<file path="config.mk">
export PLATFORM = sky130hd
export DESIGN_NAME = led_dim_ctrl
export DESIGN_NICKNAME = d
export VERILOG_FILES = /design/src/rtl/led_dim_pkg.sv /design/src/rtl/pump_mode_if.sv /design/src/rtl/pump_sequencer.sv /design/src/rtl/led_dim_ctrl.sv
export SDC_FILE = /design/constraint.sdc
export NUM_CORES = 1
export LEC_CHECK = 0
export ABC_CLOCK_PERIOD_IN_PS = 1600
export BUFFER_PORTS_ARGS = -buffer_cell sky130_fd_sc_hd__buf_2
export CELL_PAD_IN_SITES_DETAIL_PLACEMENT = 0
export CELL_PAD_IN_SITES_GLOBAL_PLACEMENT = 1
export CORE_UTILIZATION = 35
export CTS_CLUSTER_DIAMETER = 50
export DETAILED_ROUTE_END_ITERATION = 16
export PLACE_DENSITY_LB_ADDON = 0.1
export SYNTH_ARGS = -nofsm -noshare
export SYNTH_HDL_FRONTEND = slang
export SYNTH_SLANG_ARGS = --single-unit
export TNS_END_PERCENT = 1
</file>
<file path="constraint.sdc">
create_clock -name CLK_IN -period 1.6 [get_ports CLK_IN]
set_input_delay 0.08 -clock CLK_IN [delete_from_list [all_inputs] [get_ports CLK_IN]]
set_output_delay 0.08 -clock CLK_IN [all_outputs]
set_load 0.1 [all_outputs]
</file>
<file path="src/rtl/led_dim_pkg.sv">
// Package of constants and types for the LED dimming and pump mode control.
// Assumes a single 25 MHz clock; times are converted to cycle counts here.
package led_dim_pkg;

	// ============================================================
	// Clock and timing
	localparam int unsigned CLK_HZ              = 25000000;
	localparam int unsigned SHUTDOWN_LOW_TIME_US = 1500;
	localparam int unsigned PUMP_DELAY_US        = 400;
	localparam int unsigned PROGRAM_LOW_MIN_NS   = 200;
	localparam int unsigned CLK_PERIOD_NS        = 40;
	// Least times round up
	localparam int unsigned SHUTDOWN_CYCLES = (SHUTDOWN_LOW_TIME_US * (CLK_HZ / 1000000));
	localparam int unsigned PUMP_DELAY_CYCLES = (PUMP_DELAY_US * (CLK_HZ / 1000000));
	localparam int unsigned LOW_FILTER_CYCLES =
		(PROGRAM_LOW_MIN_NS + CLK_PERIOD_NS - 1) / CLK_PERIOD_NS;

	// ============================================================
	// Gain and channel layout
	localparam int unsigned NUM_CHANNELS = 4;
	localparam int unsigned GAIN_STEPS   = 6;
	localparam logic [2:0]  GAIN_FULL    = 3'h0;
	localparam logic [2:0]  GAIN_LAST    = 3'h5;

	// ============================================================
	// Pump modes, Gray coded along the climb
	typedef enum logic [1:0] {
		PUMP_1X   = 2'h0,
		PUMP_1X33 = 2'h1,
		PUMP_1X5  = 2'h3,
		PUMP_2X   = 2'h2
	} pump_mode_t;

	// Enable state, Gray coded
	typedef enum logic [1:0] {
		EN_SHUTDOWN = 2'h0,
		EN_ACTIVE   = 2'h1
	} en_state_t;

endpackage

</file>
<file path="src/rtl/pump_mode_if.sv">
// Interface between the enable control and the pump sequencer.
// Both ends sit on the same clock.
`timescale 1ns/100ps
interface pump_mode_if;
	import led_dim_pkg::*;
	logic       run;        // Device enabled
	logic       starved;    // Some channel cannot regulate
	logic       unity_ok;   // Supply is enough for unity mode
	pump_mode_t mode;       // Current pump mode

	modport ctrl (output run, output starved, output unity_ok, input mode);
	modport seq  (input run, input starved, input unity_ok, output mode);
endinterface

</file>
<file path="src/rtl/pump_sequencer.sv">
// Charge pump mode sequencer: climbs one mode after a fixed delay, drops to unity.
// Assumes its inputs are already synchronous to clk_in.
`timescale 1ns/100ps
module pump_sequencer #(
	parameter int unsigned DELAY_CYCLES = led_dim_pkg::PUMP_DELAY_CYCLES
) (
	input  wire logic clk_in,
	input  wire logic reset_in,
	pump_mode_if.seq  pm
);
	import led_dim_pkg::*;

	pump_mode_t  mode_q;
	logic [15:0] wait_q;

	assign pm.mode = mode_q;

	// ============================================================
	// Delay counter; restarts whenever the starvation condition lapses
	always_ff @(posedge clk_in or posedge reset_in) begin
		if (reset_in) begin
			wait_q <= 16'h0000;
		end else if (!pm.run || !pm.starved || pm.unity_ok || mode_q == PUMP_2X) begin
			wait_q <= 16'h0000;
		end else if (wait_q == 16'(DELAY_CYCLES - 1)) begin
			wait_q <= 16'h0000;
		end else begin
			wait_q <= wait_q + 16'h0001;
		end
	end

	// ============================================================
	// Mode register; unity always wins so no fractional step down exists
	always_ff @(posedge clk_in or posedge reset_in) begin
		if (reset_in) begin
			mode_q <= PUMP_1X;
		end else if (!pm.run || pm.unity_ok) begin
			mode_q <= PUMP_1X;
		end else if (pm.starved && wait_q == 16'(DELAY_CYCLES - 1)) begin
			case (mode_q)
				PUMP_1X:   mode_q <= PUMP_1X33;
				PUMP_1X33: mode_q <= PUMP_1X5;
				PUMP_1X5:  mode_q <= PUMP_2X;
				default:   mode_q <= PUMP_2X;
			endcase
		end
	end

endmodule

</file>
<file path="src/rtl/led_dim_ctrl.sv">
// Top of the LED driver control: one-wire enable/dimming decode, gain select,
// shutdown timing, undervoltage lock and pump mode sequencing.
// Assumes the enable/dimming pin and analog comparator flags are asynchronous.
`timescale 1ns/100ps

// Summary of operation
// - Undervoltage forces shutdown and turns every channel off.
// - The first high level after shutdown enables the device at full-scale gain.
// - A low level held for the shutdown time puts the device in zero-current shutdown.
// - In shutdown the channel sinks and current-set pin are released to high impedance.
// - The pump starts in unity mode and stays there while currents regulate.
// - A mode climb happens only after the fixed delay of starvation.
// - Modes climb unity, 1.33, 1.5, 2 and stop at the top.
// - When unity is sufficient the pump goes straight back to unity.
// - Each rising edge while enabled halves the gain from 132 down to 4.125.
// - The sixth pulse restores full scale and pulses keep cycling the six gains.
// - Low pulses shorter than the minimum program low time are filtered out.
module led_dim_ctrl #(
	parameter int unsigned SHUTDOWN_CYCLES  = led_dim_pkg::SHUTDOWN_CYCLES,
	parameter int unsigned PUMP_CYCLES      = led_dim_pkg::PUMP_DELAY_CYCLES,
	parameter int unsigned FILTER_CYCLES    = led_dim_pkg::LOW_FILTER_CYCLES
) (
	input  wire logic                                 CLK_IN,
	input  wire logic                                 RESET_IN,
	input  wire logic                                 EN_DIM_IN,
	input  wire logic                                 UNDERVOLTAGE_IN,
	input  wire logic [led_dim_pkg::NUM_CHANNELS-1:0] CHANNEL_STARVED_IN,
	input  wire logic                                 UNITY_SUFFICIENT_IN,
	output logic                                      ENABLED_OUT,
	output logic [2:0]                                GAIN_STEP_OUT,
	output logic [led_dim_pkg::NUM_CHANNELS-1:0]      LED_SINK_CHANNEL_OE_OUT,
	output logic                                      CURRENT_SET_PIN_OE_OUT,
	output led_dim_pkg::pump_mode_t                   PUMP_MODE_OUT
);
	import led_dim_pkg::*;

	// ============================================================
	// Synchronisers
	logic       en_meta_q;
	logic       en_sync_q;
	logic       en_prev_q;
	logic       uv_meta_q;
	logic       uv_sync_q;
	logic       unity_meta_q;
	logic       unity_sync_q;
	logic [NUM_CHANNELS-1:0] starve_meta_q;
	logic [NUM_CHANNELS-1:0] starve_sync_q;

	// Two flops per asynchronous input; only the second stage feeds logic
	always_ff @(posedge CLK_IN or posedge RESET_IN) begin
		if (RESET_IN) begin
			en_meta_q    <= 1'b0;
			en_sync_q    <= 1'b0;
			uv_meta_q    <= 1'b1;
			uv_sync_q    <= 1'b1;
			unity_meta_q <= 1'b0;
			unity_sync_q <= 1'b0;
		end else begin
			en_meta_q    <= EN_DIM_IN;
			en_sync_q    <= en_meta_q;
			uv_meta_q    <= UNDERVOLTAGE_IN;
			uv_sync_q    <= uv_meta_q;
			unity_meta_q <= UNITY_SUFFICIENT_IN;
			unity_sync_q <= unity_meta_q;
		end
	end

	// Per channel starvation synchronisers
	genvar ch;
	generate
		for (ch = 0; ch < NUM_CHANNELS; ch++) begin : g_starve
			always_ff @(posedge CLK_IN or posedge RESET_IN) begin
				if (RESET_IN) begin
					starve_meta_q[ch] <= 1'b0;
					starve_sync_q[ch] <= 1'b0;
				end else begin
					starve_meta_q[ch] <= CHANNEL_STARVED_IN[ch];
					starve_sync_q[ch] <= starve_meta_q[ch];
				end
			end
		end
	endgenerate

	// Previous synchronised level for edge detection
	always_ff @(posedge CLK_IN or posedge RESET_IN) begin
		if (RESET_IN) begin
			en_prev_q <= 1'b0;
		end else begin
			en_prev_q <= en_sync_q;
		end
	end

	// ============================================================
	// Low time measurement
	logic [15:0] low_cnt_q;
	logic        low_long_q;    // Low lasted past the glitch filter
	logic        rise;
	logic        shutdown_due;

	assign rise         = en_sync_q && !en_prev_q;
	assign shutdown_due = !en_sync_q && (low_cnt_q == 16'(SHUTDOWN_CYCLES - 1));

	// Counts low cycles; any high level restarts it
	always_ff @(posedge CLK_IN or posedge RESET_IN) begin
		if (RESET_IN) begin
			low_cnt_q <= 16'h0000;
		end else if (en_sync_q) begin
			low_cnt_q <= 16'h0000;
		end else if (low_cnt_q != 16'(SHUTDOWN_CYCLES - 1)) begin
			low_cnt_q <= low_cnt_q + 16'h0001;
		end
	end

	// Remembers whether the last low was long enough to count as a pulse
	always_ff @(posedge CLK_IN or posedge RESET_IN) begin
		if (RESET_IN) begin
			low_long_q <= 1'b0;
		end else if (en_sync_q) begin
			if (rise) begin
				low_long_q <= 1'b0;
			end
		end else if (low_cnt_q >= 16'(FILTER_CYCLES - 1)) begin
			low_long_q <= 1'b1;
		end
	end

	// ============================================================
	// Enable state machine
	en_state_t state_q;

	// Undervoltage outranks everything; a long low also drops to shutdown
	always_ff @(posedge CLK_IN or posedge RESET_IN) begin
		if (RESET_IN) begin
			state_q <= EN_SHUTDOWN;
		end else begin
			case (state_q)
				EN_SHUTDOWN: begin
					if (!uv_sync_q && en_sync_q) begin
						state_q <= EN_ACTIVE;
					end
				end
				EN_ACTIVE: begin
					if (uv_sync_q) begin
						state_q <= EN_SHUTDOWN;
					end else if (shutdown_due) begin
						state_q <= EN_SHUTDOWN;
					end
				end
				default: state_q <= EN_SHUTDOWN;
			endcase
		end
	end

	// ============================================================
	// Gain step counter
	logic [2:0] gain_q;

	// Cleared in shutdown so every wake-up starts at full scale
	always_ff @(posedge CLK_IN or posedge RESET_IN) begin
		if (RESET_IN) begin
			gain_q <= GAIN_FULL;
		end else if (state_q != EN_ACTIVE) begin
			gain_q <= GAIN_FULL;
		end else if (rise && low_long_q) begin
			if (gain_q == GAIN_LAST) begin
				gain_q <= GAIN_FULL;
			end else begin
				gain_q <= gain_q + 3'h1;
			end
		end
	end

	// ============================================================
	// Pump sequencer
	pump_mode_if pm ();

	assign pm.run      = (state_q == EN_ACTIVE);
	assign pm.starved  = |starve_sync_q;
	assign pm.unity_ok = unity_sync_q;

	pump_sequencer #(
		.DELAY_CYCLES (PUMP_CYCLES)
	) u_pump (
		.clk_in   (CLK_IN),
		.reset_in (RESET_IN),
		.pm       (pm.seq)
	);

	// ============================================================
	// Output registers; a drop out of the active state releases the pins next edge
	always_ff @(posedge CLK_IN or posedge RESET_IN) begin
		if (RESET_IN) begin
			ENABLED_OUT             <= 1'b0;
			GAIN_STEP_OUT           <= GAIN_FULL;
			LED_SINK_CHANNEL_OE_OUT <= '0;
			CURRENT_SET_PIN_OE_OUT  <= 1'b0;
			PUMP_MODE_OUT           <= PUMP_1X;
		end else begin
			ENABLED_OUT             <= (state_q == EN_ACTIVE);
			GAIN_STEP_OUT           <= gain_q;
			LED_SINK_CHANNEL_OE_OUT <= {NUM_CHANNELS{state_q == EN_ACTIVE}};
			CURRENT_SET_PIN_OE_OUT  <= (state_q == EN_ACTIVE);
			PUMP_MODE_OUT           <= pm.mode;
		end
	end

endmodule

</file>
== After elaboration in Yosys (flattened, before gate mapping) ==
Index checks and enable logic that the tools add are counted.
Operators by class
  add/subtract/negate cells: 3
  $mul: 0
  divide/modulo/power cells: 0
  $lt $le $gt $ge: 1
  equal/unequal tests: 11
  shift operators: 0
  multiplexer cells: 17
  bitwise operators: 0
  reductions and logical operators: 23
Operator list (count)
  $mux 16: 4
  $add 16x1->16 const B: 2
  $eq 16x14->1 const B: 1
  $eq 16x16->1 const B: 1
  $ge 16x3->1 const B: 1
  $ne 16x16->1 const B: 1
  $mux 2: 5
  $mux 3: 3
  $pmux 2 s2: 2
  $reduce_bool 2->1: 4
  $logic_and 1x1->1: 5
  $logic_not 1->1: 5
  $eq 2x1->1 const B: 2
  $logic_not 2->1: 2
  $logic_or 1x1->1: 4
  $ne 2x1->1 const B: 2
  $reduce_and 2->1: 2
  $reduce_or 4->1: 1
  $add 3x1->3 const B: 1
  $eq 3x3->1 const B: 1
  $mux 1: 3
  $ne 3x3->1 const B: 1
  $eq 2x2->1 const B: 1
  $ne 2x2->1 const B: 1
Word-level totals
  register bits: 62
  latch bits: 0
  RAM bits: 0
  memory bits (read-only): 0
  bits of input ports: 9
  output and inout bits: 11
  logic and storage cells: 80
  memories: 0

== Depth between registers and ports, before layout ==
  depth after elaboration: 6
  gate-level depth with buffers: 5
  gate-level depth less buffers: 5

== Modules after synthesis ==
A second synthesis with hierarchy kept.
Second synthesis, totals
  cells, all modules: 243
  area, all modules: 2650.0 um^2
By module, submodules not included
  led_dim_ctrl: times used 1, cells each 150, area each 1739.2 um^2, seq. area each 1053.5 um^2
  pump_sequencer: times used 1, cells each 93, area each 910.9 um^2, seq. area each 450.4 um^2

== Worst setup path after synthesis ==
OpenSTA, ideal clock, no wires.
  path type: reg2reg
  from: register low_cnt_q[10]
  to: register low_cnt_q[1]
  library setup time: 0.132 ns
  data arrival time: 1.555 ns
  required time: 1.468 ns
  setup slack: -0.087 ns
  cell stages (with the launch flop): 5
  path buffers: 0
  period minus slack after synthesis: 1.687 ns
  path through: dfrtp_1 or4_4 nor4_4 mux2i_1 nor2_1
On the way
  cells in the longest elaborated chain, start to end: 2
Ends and longest elaborated chain
  start, declared: RTL line led_dim_ctrl.sv:95  | logic [15:0] low_cnt_q;
  start signal, assigned: RTL line led_dim_ctrl.sv:110  | low_cnt_q <= low_cnt_q + 16'h0001;
  $ne 16x16->1: RTL line led_dim_ctrl.sv:109  | end else if (low_cnt_q != 16'(SHUTDOWN_CYCLES - 1)) begin
  $reduce_bool 2->1 (no line)
No other way between the ends.
A chain may end at the register's enable or synchronous reset.

== Worst setup path after layout ==
Same ends and word-level chain as after synthesis.

==> metrics <==
Inserted Diodes 0; Design Power 3.397 mW; Die Y-Extent 87.08 um; Max Slew Vio Count 0; Synth Warn # 0; insertion delay to the later sink of the worst-skew pair 0.34 ns; Hold Vio Cnt, Final 0; CTS sink cnt 60; hold crit path type in -> async; Largest stage delay, worst path 0.56 ns; outcome finished with violations; Synth Area in Compound Gates 2.963%; WL/cell 12.03 um; Psw 864.8 uW; first-pass GRT wire length 8687 um; PD cells 1029 nW/um2; Starting Density 36.68%; critical path startpoint category flop; failing checks negative setup slack; via count 1811; fin area 3299 um2; Worst setup EP type flop; Net Sw Frac 25.46%; Gate power share 7.2%; area leader, netlist dfrtp_1; sequential share of power 46.7%; DRC Markers 0; Buffers on Ports 19; GP Congestion 0.7361; largest family of logic cells by synthesized area simple AND/OR/NAND/NOR gates; Crit path max-delay family simple AND/OR/NAND/NOR gates; vias in the first global route 1887; Clock Path Buffers 2; WS Path Type reg -> reg; number of DRC markers in iteration 0 57; slew margin rel. 67.79%; ys flop type dfrtp_1; antenna violations before repair 0; Int Pwr 2.532 mW; Post-Synthesis Cells 230; critical path fanouts, max 5; Post-synth EDFFs 0; R2R setup slack -0.01 ns; mux contribution to synthesized area 1.284%; Die Width 87.08 um; CTS root buffer clkbuf_8; TritonCTS clock tree yes; Vias/cell 4.620; All-Layer GR Usage 15.33%; Synth Area in Adders 1.481%; row cnt 30; HPWL Detailed 3249 um; Synth cell types 38; synthesized area 2534 um2; simple-gate share of the synthesized area 22.02%; count of final setup violators 1; Seq/Total Area, Yosys 59.36%; Post-Route Utilization 47.77%; slowest CP cell or4_4; post-synth top area share 57.28%; postcts setup bufs 0; Post-synth ARST share 100.0%; crit path buf inv count 0; Worst Path Arrival 1.85 ns; max frequency 619.9 MHz; fin worst setup slack -0.01306 ns; RSZ-0062 raised after global routing true; r2r endpoint low_cnt_q[1]; Req. time, crit path 1.83 ns; DR pass1 iterations 4; nets 303; Peak VDD IR 0.5674 mV; CTS buffer count 9; IO Count 20; H-tree depth 3; Reg-to-Reg Start low_cnt_q[10]; GRT overflow 0; final critical-path share of the clock period 100.8%; Routed Antenna Nets 0; Seq cells post-synth 60; Reg clk slew, reported paths 0.08 ns; top cells by area, synth dfrtp_1, xnor2_1, nor2_1, nand4_1, nor4_1; Avg Inst Size Synth 11.02 um2; skew final 0.01004 ns; FF-to-FF path depth 4; syn_nets 242; Leakage Power 1.427 nW; DIE AREA 7583 um2; largest net degree at the start of global routing 48; Post-DP Area 2948 um2; Slew @ Worst Pin 0.4865 ns; Final min period 1.613 ns; Area Overhead vs Synth 30.22%; clock share of power 46.2%; Synth Area in XOR/XNOR 8.988%; final WL 4716 um; crit-path cells or4_4, nor4_4, mux2i_1, nor2_1; share of cells above drive strength 1 27.70%; Max-cap violations 0; core area 6907 um2
power groups by stage:
stage	Combinational, mW	Sequential (mW)	Clock [mW]
6_report	0.244	1.59	1.57
2_1_floorplan	0.154	1.63	0
3_5_place_dp	0.232	1.61	0
3_3_place_gp	0.231	1.61	0
4_1_cts	0.246	1.58	1.63
5_1_grt	0.272	1.59	1.69
cells in the final DEF, fill, tap and decap left out, types with 2 or more instances in the layout:
cell	instances
nor3_1	10
nand4b_1	2
bufinv_16	2
o21ai_0	3
nand2b_1	2
clkbuf_8	9
nand4_1	9
nor2_1	34
xnor2_1	20
dfrtp_1	58
dlygate4sd3_1	8
inv_6	3
nor4_2	2
ha_1	3
buf_4	31
or3_1	2
buf_2	19
a21oi_1	5
nor2b_1	4
dfstp_2	2
inv_1	11
nor4b_2	2
nor4_4	2
nand3_1	10
nand2_1	10
mux2_2	2
nor4_1	7
xor2_1	6
flip-flops by register name (all words and copies together) (netlist names):
signal	count
en_sync_q	1
gain_q	3
CURRENT_SET_PIN_OE_OUT	1
state_q	1
uv_meta_q	1
low_long_q	1
u_pump.pm.mode	2
u_pump.wait_q	16
starve_meta_q	4
low_cnt_q	16
starve_sync_q	4
pm.unity_ok	1
uv_sync_q	1
PUMP_MODE_OUT	2
en_prev_q	1
unity_meta_q	1
en_meta_q	1
GAIN_STEP_OUT	3
worst register-to-register path, cell delays in order (launching register included):
cell and delay [ns]:
dfrtp_1 0.39, or4_4 0.56, nor4_4 0.28, mux2i_1 0.24
nor2_1 0.05
cells by family (layout without fill, tap and decap cells):
kind of cell | after synthesis | count (layout)
AOI/OAI and AO/OA | 13 | 13
DFF | 60 | 60
adders and majority gates | 3 | 3
xor gates and xnor gates | 26 | 26
and+or+nand+nor | 104 | 104
buffers and inverters | 21 | 87
muxes | 3 | 3
worst max-delay path by stage:
stage	end	slack, ns	depth (start not counted)	from
2_1_floorplan	u_pump.wait_q[10]	-0.03	5	u_pump.wait_q[11]
3_3_place_gp	u_pump.pm.mode[0]	0.003	4	u_pump.wait_q[11]
3_5_place_dp	u_pump.pm.mode[0]	-0.05	4	u_pump.wait_q[11]
4_1_cts	low_cnt_q[1]	-0.03	4	low_cnt_q[10]
5_1_grt	low_cnt_q[1]	-0.1	4	low_cnt_q[10]
6_report	low_cnt_q[1]	-0.01	4	low_cnt_q[10]
what timing repair did:
item	in CTS	in global routing
setup endpoints to repair	2	18
endpoints found under the hold margin	20	0
pin swaps	2	3
hold buffers	8	0
resized for setup	1	6
synthesized netlist by cell type (3+ instances only):
library cell	n
a21oi_1	6
buf_4	5
dfrtp_1	58
ha_1	3
inv_1	12
nand2_1	10
nand3_1	10
nand4_1	9
nor2_1	34
nor2b_1	4
nor3_1	10
nor4_1	9
o21ai_0	3
or3_1	3
xnor2_1	20
xor2_1	6
per-stage QoR:
step           TNS [ns]  setup slack [ns]  hold slack (ns)  cells
2_1_floorplan   -0.3043          -0.03254          0.08448    230
3_3_place_gp          0          0.002904          0.05733    368
3_5_place_dp   -0.07306          -0.05147          0.06177    368
4_1_cts        -0.02949          -0.02949           0.2305    392
5_1_grt         -0.3424          -0.09513           0.2781    392
6_report       -0.01306          -0.01306           0.2463    392
layer usage:
metal | wire length, um | GRT usage, % | up-vias
met5 | 0 | 0 | -
met4 | 62 | 5.455 | 0
met3 | 174 | 5.972 | 6
met2 | 2148 | 23.26 | 30
met1 | 2330 | 19.91 | 868
li1 | - | - | 907
area by class of cell:
cell class | count | area [um2]
clock buffer | 9 | 123.9
clock inverter | 7 | 105.1
fill | 669 | 3607
inverter | 12 | 45.04
multi-input combinational | 149 | 973.4
sequential | 60 | 1504
tap | 96 | 120.1
timing repair buffer | 59 | 427.9
(Power assumes the default switching activity.)
